<file path="config.mk">
export PLATFORM = sky130hd
export DESIGN_NAME = bpn_stage
export DESIGN_NICKNAME = d
export VERILOG_FILES = /design/src/rtl/bpn_norm_shift.v /design/src/rtl/bpn_stage.v
export VERILOG_INCLUDE_DIRS = /design/src /design/src/rtl
export SDC_FILE = /design/constraint.sdc
export NUM_CORES = 1
export LEC_CHECK = 0
export BUFFER_PORTS_ARGS = -buffer_cell sky130_fd_sc_hd__buf_2
export CORE_MARGIN = 2
export CORE_UTILIZATION = 50
export CTS_CLUSTER_DIAMETER = 40
export DETAILED_ROUTE_END_ITERATION = 10
export PLACE_DENSITY = 0.9
export SYNTH_ARGS = -nofsm -noshare
export SYNTH_HDL_FRONTEND = slang
export SYNTH_HIERARCHICAL = 1
export SYNTH_SLANG_ARGS = --single-unit
</file>
<file path="constraint.sdc">
create_clock -name ref_clk -period 3.5 [get_ports ref_clk]
set_input_delay 0.175 -clock ref_clk [delete_from_list [all_inputs] [get_ports ref_clk]]
set_output_delay 0.175 -clock ref_clk [all_outputs]
set_load 0.03 [all_outputs]
</file>
<file path="src/rtl/bpn_map.vh">
`ifndef BPN_MAP_VH
`define BPN_MAP_VH

// ----------------------------------------------------------------------------
// Datapath widths
// ----------------------------------------------------------------------------
`define BPN_DATA_W 32
`define BPN_LKP_W 27
`define BPN_ADD_W 22
`define BPN_CTL_W 8
`define BPN_SH_W 5

// ----------------------------------------------------------------------------
// Register selects on the host port
// ----------------------------------------------------------------------------
`define BPN_SEL_LOOKUP_SCALE 1'b0
`define BPN_SEL_NORMALISE 1'b1

// ----------------------------------------------------------------------------
// lookup_scale_control fields
// ----------------------------------------------------------------------------
`define BPN_LSC_PRE_HI 4
`define BPN_LSC_PRE_LO 0
`define BPN_LSC_PASS_MS 5
`define BPN_LSC_PASS_LS 6
`define BPN_LSC_RSVD 7

// ----------------------------------------------------------------------------
// normalise_control fields
// ----------------------------------------------------------------------------
`define BPN_NC_SH_HI 7
`define BPN_NC_SH_LO 3
`define BPN_NC_DYN 2
`define BPN_NC_FEED 1
`define BPN_NC_RSVD 0

// ----------------------------------------------------------------------------
// Lookup table output fields
// ----------------------------------------------------------------------------
`define BPN_LKP_SH_HI 26
`define BPN_LKP_SH_LO 22
`define BPN_LKP_ADD_HI 21
`define BPN_LKP_ADD_LO 0

// ----------------------------------------------------------------------------
// Values
// ----------------------------------------------------------------------------
`define BPN_CTL_RESET 8'h00
`define BPN_SH_RESET 5'h00
`define BPN_SH_ONE 5'h01
`define BPN_NORM_MAX_POS 5'h0E
`define BPN_NORM_MINUS_ONE 5'h1F
`define BPN_NORM_MINUS_TWO 5'h1E
`define BPN_DATA_ZERO 32'h00000000
`define BPN_ADD_ZERO 22'h000000
`define BPN_LKP_ZERO 27'h0000000

`endif

</file>
<file path="src/rtl/bpn_norm_shift.v">
`include "bpn_map.vh"

module bpn_norm_shift (
    ref_clk,
    sys_rst,
    shiftIn,
    shiftCode,
    shiftInValid,
    shiftOut,
    shiftOutValid
);
    input wire ref_clk;
    input wire sys_rst;
    input wire [`BPN_DATA_W-1:0] shiftIn;
    input wire [`BPN_SH_W-1:0] shiftCode;
    input wire shiftInValid;
    output reg [`BPN_DATA_W-1:0] shiftOut;
    output reg shiftOutValid;

    // ------------------------------------------------------------------------
    // Two's complement shift: positive right, negative left
    // ------------------------------------------------------------------------
    function [`BPN_DATA_W-1:0] normShift;
        input [`BPN_DATA_W-1:0] d;
        input [`BPN_SH_W-1:0] c;
        reg [`BPN_SH_W-1:0] mag;
        begin
            mag = (~c) + `BPN_SH_ONE;
            if (!c[`BPN_SH_W-1] && (c <= `BPN_NORM_MAX_POS)) begin
                normShift = $signed(d) >>> c; // RL3 RL4 RL12
            end else if ((c == `BPN_NORM_MINUS_ONE) || (c == `BPN_NORM_MINUS_TWO)) begin
                normShift = d << mag; // RL3 RL4 RL12
            end else begin
                normShift = `BPN_DATA_ZERO; // RL5
            end
        end
    endfunction

    // Result is registered so the top's output comes straight from a flop
    always @(posedge ref_clk or posedge sys_rst) begin
        if (sys_rst) begin
            shiftOut <= `BPN_DATA_ZERO;
            shiftOutValid <= 1'b0;
        end else begin
            shiftOut <= normShift(shiftIn, shiftCode);
            shiftOutValid <= shiftInValid;
        end
    end

endmodule

</file>
<file path="src/rtl/bpn_stage.v">
`include "bpn_map.vh"

// Behaviour
// RL1 - Prescaler arithmetically right-shifts input by its five-bit field, zero to sixteen.
// RL2 - Host writes only zero to sixteen into the prescaler field.
// RL3 - Normaliser shift code is two's complement: positive right, negative left.
// RL4 - Normaliser codes minus two through plus fourteen are applied as given.
// RL5 - Normaliser codes outside minus two to plus fourteen output zero.
// RL6 - Dynamic bit set takes shift code from lookup bits 26 to 22.
// RL7 - Adder operand is zero, or lookup bits 21 to 0 when feed set.
// RL8 - Reserved low bit of normalise control reads zero; host writes zero.
// RL9 - Shift fields, dynamic bit and feed bit reset to zero.
// RL10 - Lookup disabled forces the static shift field regardless of dynamic bit.
// RL11 - Lookup disabled presents zero lookup output to the datapath.
// RL12 - Left shifts fill zeros; right shifts replicate the sign bit.
// RL13 - Control writes act from the edge after the write; in-flight data untouched.
module bpn_stage (
    ref_clk,
    sys_rst,
    hostWrEn,
    hostRdEn,
    hostSel,
    hostWrData,
    hostRdData,
    lookupEnable,
    prescaleIn,
    prescaleInValid,
    prescaleOut,
    prescaleOutValid,
    normIn,
    normInValid,
    lookupData,
    normOut,
    normOutValid,
    adderOperand,
    passLookupLs,
    passLookupMs
);
    input wire ref_clk;
    input wire sys_rst;
    input wire hostWrEn;
    input wire hostRdEn;
    input wire hostSel;
    input wire [`BPN_CTL_W-1:0] hostWrData;
    output reg [`BPN_CTL_W-1:0] hostRdData;
    input wire lookupEnable;
    input wire [`BPN_DATA_W-1:0] prescaleIn;
    input wire prescaleInValid;
    output reg [`BPN_DATA_W-1:0] prescaleOut;
    output reg prescaleOutValid;
    input wire [`BPN_DATA_W-1:0] normIn;
    input wire normInValid;
    input wire [`BPN_LKP_W-1:0] lookupData;
    output wire [`BPN_DATA_W-1:0] normOut;
    output wire normOutValid;
    output reg [`BPN_ADD_W-1:0] adderOperand;
    output wire passLookupLs;
    output wire passLookupMs;

    // ------------------------------------------------------------------------
    // Control register storage
    // ------------------------------------------------------------------------
    reg [`BPN_SH_W-1:0] preShift_q;
    reg passLs_q;
    reg passMs_q;
    reg [`BPN_SH_W-1:0] normShift_q;
    reg dynNorm_q;
    reg feedAdder_q;

    wire [`BPN_LKP_W-1:0] lookupSeen;
    wire [`BPN_SH_W-1:0] normCode;
    reg [`BPN_CTL_W-1:0] rdData_d;

    // ------------------------------------------------------------------------
    // Register image as software sees it
    // ------------------------------------------------------------------------
    // Reserved positions are packed as constant zeros so no read can leak them
    function [`BPN_CTL_W-1:0] lookupScaleImage;
        input [`BPN_SH_W-1:0] pre;
        input ls;
        input ms;
        begin
            lookupScaleImage = `BPN_CTL_RESET;
            lookupScaleImage[`BPN_LSC_PRE_HI:`BPN_LSC_PRE_LO] = pre;
            lookupScaleImage[`BPN_LSC_PASS_MS] = ms;
            lookupScaleImage[`BPN_LSC_PASS_LS] = ls;
            lookupScaleImage[`BPN_LSC_RSVD] = 1'b0;
        end
    endfunction

    function [`BPN_CTL_W-1:0] normaliseImage;
        input [`BPN_SH_W-1:0] sh;
        input dyn;
        input feed;
        begin
            normaliseImage = `BPN_CTL_RESET;
            normaliseImage[`BPN_NC_SH_HI:`BPN_NC_SH_LO] = sh;
            normaliseImage[`BPN_NC_DYN] = dyn;
            normaliseImage[`BPN_NC_FEED] = feed;
            normaliseImage[`BPN_NC_RSVD] = 1'b0; // RL8
        end
    endfunction

    // ------------------------------------------------------------------------
    // Write decode and field extraction
    // ------------------------------------------------------------------------
    // Each register has its own strobe, so a write to one never touches the other
    wire wrLookupScale;
    wire wrNormalise;
    wire [`BPN_SH_W-1:0] wrPreShift;
    wire wrPassMs;
    wire wrPassLs;
    wire [`BPN_SH_W-1:0] wrNormShift;
    wire wrDynNorm;
    wire wrFeedAdder;

    assign wrLookupScale = hostWrEn && (hostSel == `BPN_SEL_LOOKUP_SCALE);
    assign wrNormalise = hostWrEn && (hostSel == `BPN_SEL_NORMALISE);
    assign wrPreShift = hostWrData[`BPN_LSC_PRE_HI:`BPN_LSC_PRE_LO];
    assign wrPassMs = hostWrData[`BPN_LSC_PASS_MS];
    assign wrPassLs = hostWrData[`BPN_LSC_PASS_LS];
    assign wrNormShift = hostWrData[`BPN_NC_SH_HI:`BPN_NC_SH_LO];
    assign wrDynNorm = hostWrData[`BPN_NC_DYN];
    assign wrFeedAdder = hostWrData[`BPN_NC_FEED];

    // ------------------------------------------------------------------------
    // Host writes
    // ------------------------------------------------------------------------
    // Datapath reads only the stored copies, so a write takes hold one edge
    // later and never reshapes a word already latched in a pipeline stage.
    always @(posedge ref_clk or posedge sys_rst) begin
        if (sys_rst) begin
            preShift_q <= `BPN_SH_RESET; // RL9
            passLs_q <= 1'b0;
            passMs_q <= 1'b0;
            normShift_q <= `BPN_SH_RESET; // RL9
            dynNorm_q <= 1'b0; // RL9
            feedAdder_q <= 1'b0; // RL9
        end else begin
            if (wrLookupScale) begin
                preShift_q <= wrPreShift; // RL13
                passMs_q <= wrPassMs;
                passLs_q <= wrPassLs;
            end
            if (wrNormalise) begin
                normShift_q <= wrNormShift; // RL13
                dynNorm_q <= wrDynNorm;
                feedAdder_q <= wrFeedAdder;
            end
        end
    end

    assign passLookupLs = passLs_q;
    assign passLookupMs = passMs_q;

    // ------------------------------------------------------------------------
    // Host reads
    // ------------------------------------------------------------------------
    always @* begin
        if (hostSel == `BPN_SEL_LOOKUP_SCALE) begin
            rdData_d = lookupScaleImage(preShift_q, passLs_q, passMs_q);
        end else begin
            rdData_d = normaliseImage(normShift_q, dynNorm_q, feedAdder_q); // RL8
        end
    end

    // Read data holds until the next read strobe
    always @(posedge ref_clk or posedge sys_rst) begin
        if (sys_rst) begin
            hostRdData <= `BPN_CTL_RESET;
        end else if (hostRdEn) begin
            hostRdData <= rdData_d;
        end
    end

    // ------------------------------------------------------------------------
    // Lookup prescaler
    // ------------------------------------------------------------------------
    // Codes above sixteen are the host's fault; they simply shift further,
    // which costs nothing and keeps the output defined.
    always @(posedge ref_clk or posedge sys_rst) begin
        if (sys_rst) begin
            prescaleOut <= `BPN_DATA_ZERO;
            prescaleOutValid <= 1'b0;
        end else begin
            prescaleOut <= $signed(prescaleIn) >>> preShift_q; // RL1
            prescaleOutValid <= prescaleInValid;
        end
    end

    // ------------------------------------------------------------------------
    // Lookup output gating and shift code selection
    // ------------------------------------------------------------------------
    // The table belongs to host memory access while disabled
    assign lookupSeen = lookupEnable ? lookupData : `BPN_LKP_ZERO; // RL11

    assign normCode = (lookupEnable && dynNorm_q) ?
        lookupSeen[`BPN_LKP_SH_HI:`BPN_LKP_SH_LO] : // RL6
        normShift_q; // RL10

    // ------------------------------------------------------------------------
    // Normaliser
    // ------------------------------------------------------------------------
    bpn_norm_shift uNormShift (
        .ref_clk(ref_clk),
        .sys_rst(sys_rst),
        .shiftIn(normIn),
        .shiftCode(normCode), // RL3
        .shiftInValid(normInValid),
        .shiftOut(normOut),
        .shiftOutValid(normOutValid)
    );

    // ------------------------------------------------------------------------
    // Output adder operand
    // ------------------------------------------------------------------------
    // Registered in the same cycle as the normaliser so both stay aligned
    always @(posedge ref_clk or posedge sys_rst) begin
        if (sys_rst) begin
            adderOperand <= `BPN_ADD_ZERO;
        end else if (feedAdder_q) begin
            adderOperand <= lookupSeen[`BPN_LKP_ADD_HI:`BPN_LKP_ADD_LO]; // RL7
        end else begin
            adderOperand <= `BPN_ADD_ZERO; // RL7
        end
    end

endmodule

</file>
[Word level (Yosys, flattened, before mapping)]
Index checks and enable logic that the tools add are counted.
Storage, ports and cells
  output and inout port bits: 98
  flip-flop bits (word level): 110
  bits of input ports: 107
  logic and storage cells: 33
Cells by class
  reduce and logical (&&, ||, !) cells: 6
  add/sub/neg operators: 1
  shifts and indexed selects: 3
  mux-type cells: 6
  equal/unequal tests: 2
  bitwise gates (word level): 2
  order comparisons: 1
Operators by type and width (count)
  2-to-1 mux 32 bit: 2
  >>> shifter 32 x 5 -> 32 bit: 2
  << shifter 32 x 5 -> 32 bit: 1
  2-to-1 mux 27 bit: 1
  2-to-1 mux 22 bit: 1
  equality test 5 bit (second input constant): 2
  2-to-1 mux 8 bit: 1
  adder 5 x 1 -> 5 bit (second input constant): 1
  <= comparator 5 x 4 -> 1 bit (second input constant): 1
  2-to-1 mux 5 bit: 1
  inverter 5 bit: 1
  logical AND 1 bit: 4
  zero test 1 bit: 1
  logical OR 1 bit: 1
  inverter 1 bit: 1

[Longest topological paths before layout]
  word-level depth: 7
  gate-level depth with buffers: 14
  mapped depth without buffers: 8

[Cells and area by module]
The synthesis kept the hierarchy.
Modules (own cells, without submodules)
  bpn_stage: seq. area each 1926.8 um2, area each 4793.3 um2, cells each 433, instances 1
  bpn_norm_shift: seq. area each 825.8 um2, area each 4110.2 um2, cells each 373, instances 1

[Worst setup path after synthesis]
No wires, ideal clock.
  path type: register -> register
  from: reg dynNorm_q
  to: reg uNormShift.shiftOut[15]
  slack: 0.165 ns
  stages on the path, launching flop included: 14
  path buffers: 6
  library setup time: 0.126 ns
  required time: 3.374 ns
  clock period less this slack: 3.335 ns
  arrival time: 3.209 ns
  path through: dfrtp_1 nand2_1 mux2_2 clkbuf_2 buf_6 buf_4 buf_4 inv_1 ha_1 buf_2 buf_1 mux4_2 mux2_2 a221o_1
Between the ends
  word-level cells in the longest chain between the ends: 7
  elaborated cells on any way between the ends: 14
  those cells by class: 1 x add/sub; 1 x order compare; 2 x eq/ne; 2 x shift; 3 x mux; 1 x bitwise; 4 x reduce/logical
Ends and longest elaborated chain
  start, declared: RTL line bpn_stage.v:67  | reg dynNorm_q;
  start signal, assigned: RTL line bpn_stage.v:147  | dynNorm_q <= wrDynNorm;
  logical AND 1 bit (*): RTL line bpn_stage.v:197  | assign normCode = (lookupEnable && dynNorm_q) ?
  2-to-1 mux 5 bit (*): RTL line bpn_stage.v:197
  via normCode[0]: RTL line bpn_stage.v:71  | wire [`BPN_SH_W-1:0] normCode;
  inverter 5 bit: RTL line bpn_norm_shift.v:28  | mag = (~c) + `BPN_SH_ONE;
  adder 5 x 1 -> 5 bit (no source line)
  << shifter 32 x 5 -> 32 bit: RTL line bpn_norm_shift.v:32  | normShift = d << mag;
  2-to-1 mux 32 bit: RTL line bpn_norm_shift.v:31  | end else if ((c == `BPN_NORM_MINUS_ONE) || (c == `BPN_NORM_MINUS_TWO)) begin
  2-to-1 mux 32 bit (*): RTL line bpn_norm_shift.v:29  | if (!c[`BPN_SH_W-1] && (c <= `BPN_NORM_MAX_POS)) begin
  end signal, assigned: RTL line bpn_norm_shift.v:42  | shiftOut <= `BPN_DATA_ZERO;
  end signal, assigned: RTL line bpn_norm_shift.v:45  | shiftOut <= normShift(shiftIn, shiftCode);
  end, declared: RTL line bpn_norm_shift.v:17  | output reg [`BPN_DATA_W-1:0] shiftOut;
The timed path passes the listed nets; every way through them passes the cells marked *.
A chain may end at the register's enable or synchronous reset.

[Worst setup path after layout]
Ends and elaborated chain as after synthesis.

==> reports/results.ini <==
[logic_synthesis]
synth_top_area_share_pct=30.9
synth_edf_count=0
synth_seq_cells=110
synth_simple_gate_area_share_pct=11.3
yosys.area_share.adder_pct=0.422
yosysTopAreaCell=dfrtp_1
ys_warn_count=6
ys_seq_area_share_pct=30.9
netlist_instances=806
synth_top_family_by_area=multiplexers
synth_xor_area_share_pct=0.197
synth-async-reset-ratio_pct=100
synthMuxAreaShare_pct=37.7
synthFlopType=dfrtp_1
syn-cell-area_um2=8900
synth_area_per_cell_um2=11.0
ys_types=71
synth_compound_area_share_pct=14.5
synthTopCellsByArea=dfrtp_1, mux4_2, mux2i_1, mux2_2, nand2_1
synth_nets=916

[clock_tree]
cts_tree=built
cts_setup_buffers=0
worstSkewPairLatency_ns=0.35
cts.path.max_buffers=2
cts.repair.resized=0
numCtsBuffers=9
cts.clk_slew.worst_paths_ns=0.08
htreeDepth=3
cts_sinks=110
root_buffer=clkbuf_16

[finish]
syn_to_final_growth_pct=17.0
fillers=1404
multi_input_area_um2=5710
layoutNonFillerInstCount=1207
stdcell_area_um2=10400
final_cell_mix=buf_2, dfrtp_1, mux4_2, nand2_1, mux2i_1
layout.nets=1087
diodes=0
final_common_cell=buf_2
utilization_pct=60.0
drive_gt1_share_pct=40.4
seqCellArea_um2=2750

[worst_setup_path]
cp.arrival_ns=3.21
regToRegSetupSlack_ns=0.54
r2r_end=uNormShift/shiftOut[15]
worstPathRequired_ns=3.75
path_class=flop to flop
cp_max_fo=15
cp-start-kind=flop
end_kind=flop
r2r-start=dynNorm_q
r2r_cells=8

[floorplan]
fp.dieH_um=137
top_level_ports=205
initial_core_util_pct=51.3
placement_rows=48
core_um2=17400
die_w_um=137
dieArea_um2=18900

[sta]
worst_pin_slew_ns=0.970
fin_crit_sh_pct=84.5
layout_setup_ws_ns=0.541
slew_headroom_pct=35.3
rsz0062_at_grt=false
final-setup-viol-count=0
hold_viol=5
fin_skew_ns=0.00968
fmax_ghz=0.338
slew_violations=0
period_needed_ns=2.96
setup_tns_ns=0
hold_slack_ns=-0.00108

[place]
numPortBuffers=204
dp_hpwl_um=22200
place_congestion=0.997
dpl_cell_area_um2=10100
dpl.cell_count=1189
pre_cts_ws_ns=0.561

[job]
max_cap_viol_count=0

[outcome]
outcome=complete, but fails checks
violations=negative hold slack

[pwr]
irDropWorstVdd_mv=0.348
p_per_area_nw_per_um2=583
power_mw=6.07
p_leak_nw=4.79

[global_routing]
grt_pass1_vias=7848
antenna_found_initial=1
grt_overflow_total=0
grt_first_pass_wirelength_um=44900
grt.total_usage_pct=31.1
grt_max_degree=51

[detailed_routing]
wire_per_inst_um=24.2
ant_nets=0
via_per_inst=6.89
drc_errors=0
route.vias.total=8312
drt_iter0_drc=952
wl_um=29200
drt_first_pass_iters=6

[hold_path]
hp-class=input pin to asynchronous set/reset pin

state kept, by name, summed over array words and instances (netlist names):
| register | cells |
|---|---|
| preShift_q | 5 |
| normShift_q | 5 |
| hostRdData | 8 |
| passLookupMs | 1 |
| dynNorm_q | 1 |
| adderOperand | 22 |
| feedAdder_q | 1 |
| prescaleOut | 32 |
| passLookupLs | 1 |
| uNormShift/shiftOut | 32 |
| uNormShift/shiftOutValid | 1 |
| prescaleOutValid | 1 |
report_power, final:
| group | internal, mW | switching (mW) |
|---|---|---|
| clock | 0.639 | 0.488 |
| sequential | 1.53 | 0.141 |
| combinational | 1.26 | 2.02 |
kinds of logic (layout without fill, tap and decap cells):
| group | after synthesis | after routing |
|---|---|---|
| XOR/XNOR | 2 | 2 |
| adder cells (fa/ha/maj) | 3 | 3 |
| AND/OR/NAND/NOR | 211 | 211 |
| flip-flops | 110 | 110 |
| buffers and inverters | 91 | 267 |
| multiplexers | 212 | 212 |
| AO/OA/AOI/OAI | 177 | 177 |
how the worst max path moves through the flow:
stage,start,to,slack [ns],cells past startpoint
floorplan,dynNorm_q,uNormShift/shiftOut[15],0.17,13
global placement,dynNorm_q,uNormShift/shiftOut[15],0.65,8
CTS,dynNorm_q,uNormShift/shiftOut[25],0.54,8
finish,dynNorm_q,uNormShift/shiftOut[15],0.54,8
global route,dynNorm_q,uNormShift/shiftOut[25],0.32,8
detailed placement,dynNorm_q,uNormShift/shiftOut[25],0.56,8
what timing repair did:
| action | 4_1_cts | 5_1_grt |
|---|---|---|
| setup endpoints to repair | 0 | 0 |
| hold buffers | 2 | 0 |
| hold endpoints to repair | 2 | 0 |
layout make-up:
type,count,area share [%]
clock buffers,9,2.16
well taps,225,2.70
repair buffers,239,12.5
flip-flops and latches,110,26.4
clock inverters,7,1.02
inverters,12,0.444
multi-input cells,605,54.8
synth_stat cells (all sizes together), types with 3 or more instances:
| cell type | instances |
|---|---|
| a211o | 4 |
| a211oi | 3 |
| a21boi | 4 |
| a21o | 9 |
| a21oi | 21 |
| a221o | 4 |
| a221oi | 3 |
| a22oi | 4 |
| a2bb2oi | 4 |
| a31o | 8 |
| a31oi | 5 |
| and2 | 6 |
| and3 | 32 |
| buf | 41 |
| clkbuf | 38 |
| dfrtp | 110 |
| ha | 3 |
| inv | 11 |
| mux2 | 40 |
| mux2i | 78 |
| mux4 | 94 |
| nand2 | 81 |
| nand2b | 7 |
| nand3 | 19 |
| nand3b | 3 |
| nand4 | 4 |
| nor2 | 38 |
| nor2b | 7 |
| nor3 | 5 |
| o211ai | 8 |
| o21a | 5 |
| o21ai | 34 |
| o221ai | 13 |
| o22a | 5 |
| o22ai | 12 |
| o2bb2ai | 4 |
| o31ai | 4 |
| o32ai | 4 |
| or2 | 4 |
layer usage:
metal  part of all wire (%)  track usage, %  vias up  wire length (um)
li1                       -               -     3502                 -
met1                     37            42.5     4036             10900
met2                     47            48.1      685             13700
met3                     12            6.70       89              3570
met4                    3.6            13.2        0              1050
met5                      0               0        -                 0
worst max-delay path, stage by stage, from the launching register on:
cell	delay [ns]
dfrtp_1	0.36
nand2_1	0.17
mux2_2	0.42
inv_2	0.06
ha_1	0.52
buf_4	0.31
mux4_2	0.39
mux2_2	0.29
a221o_1	0.33
(Power assumes the default switching activity.)
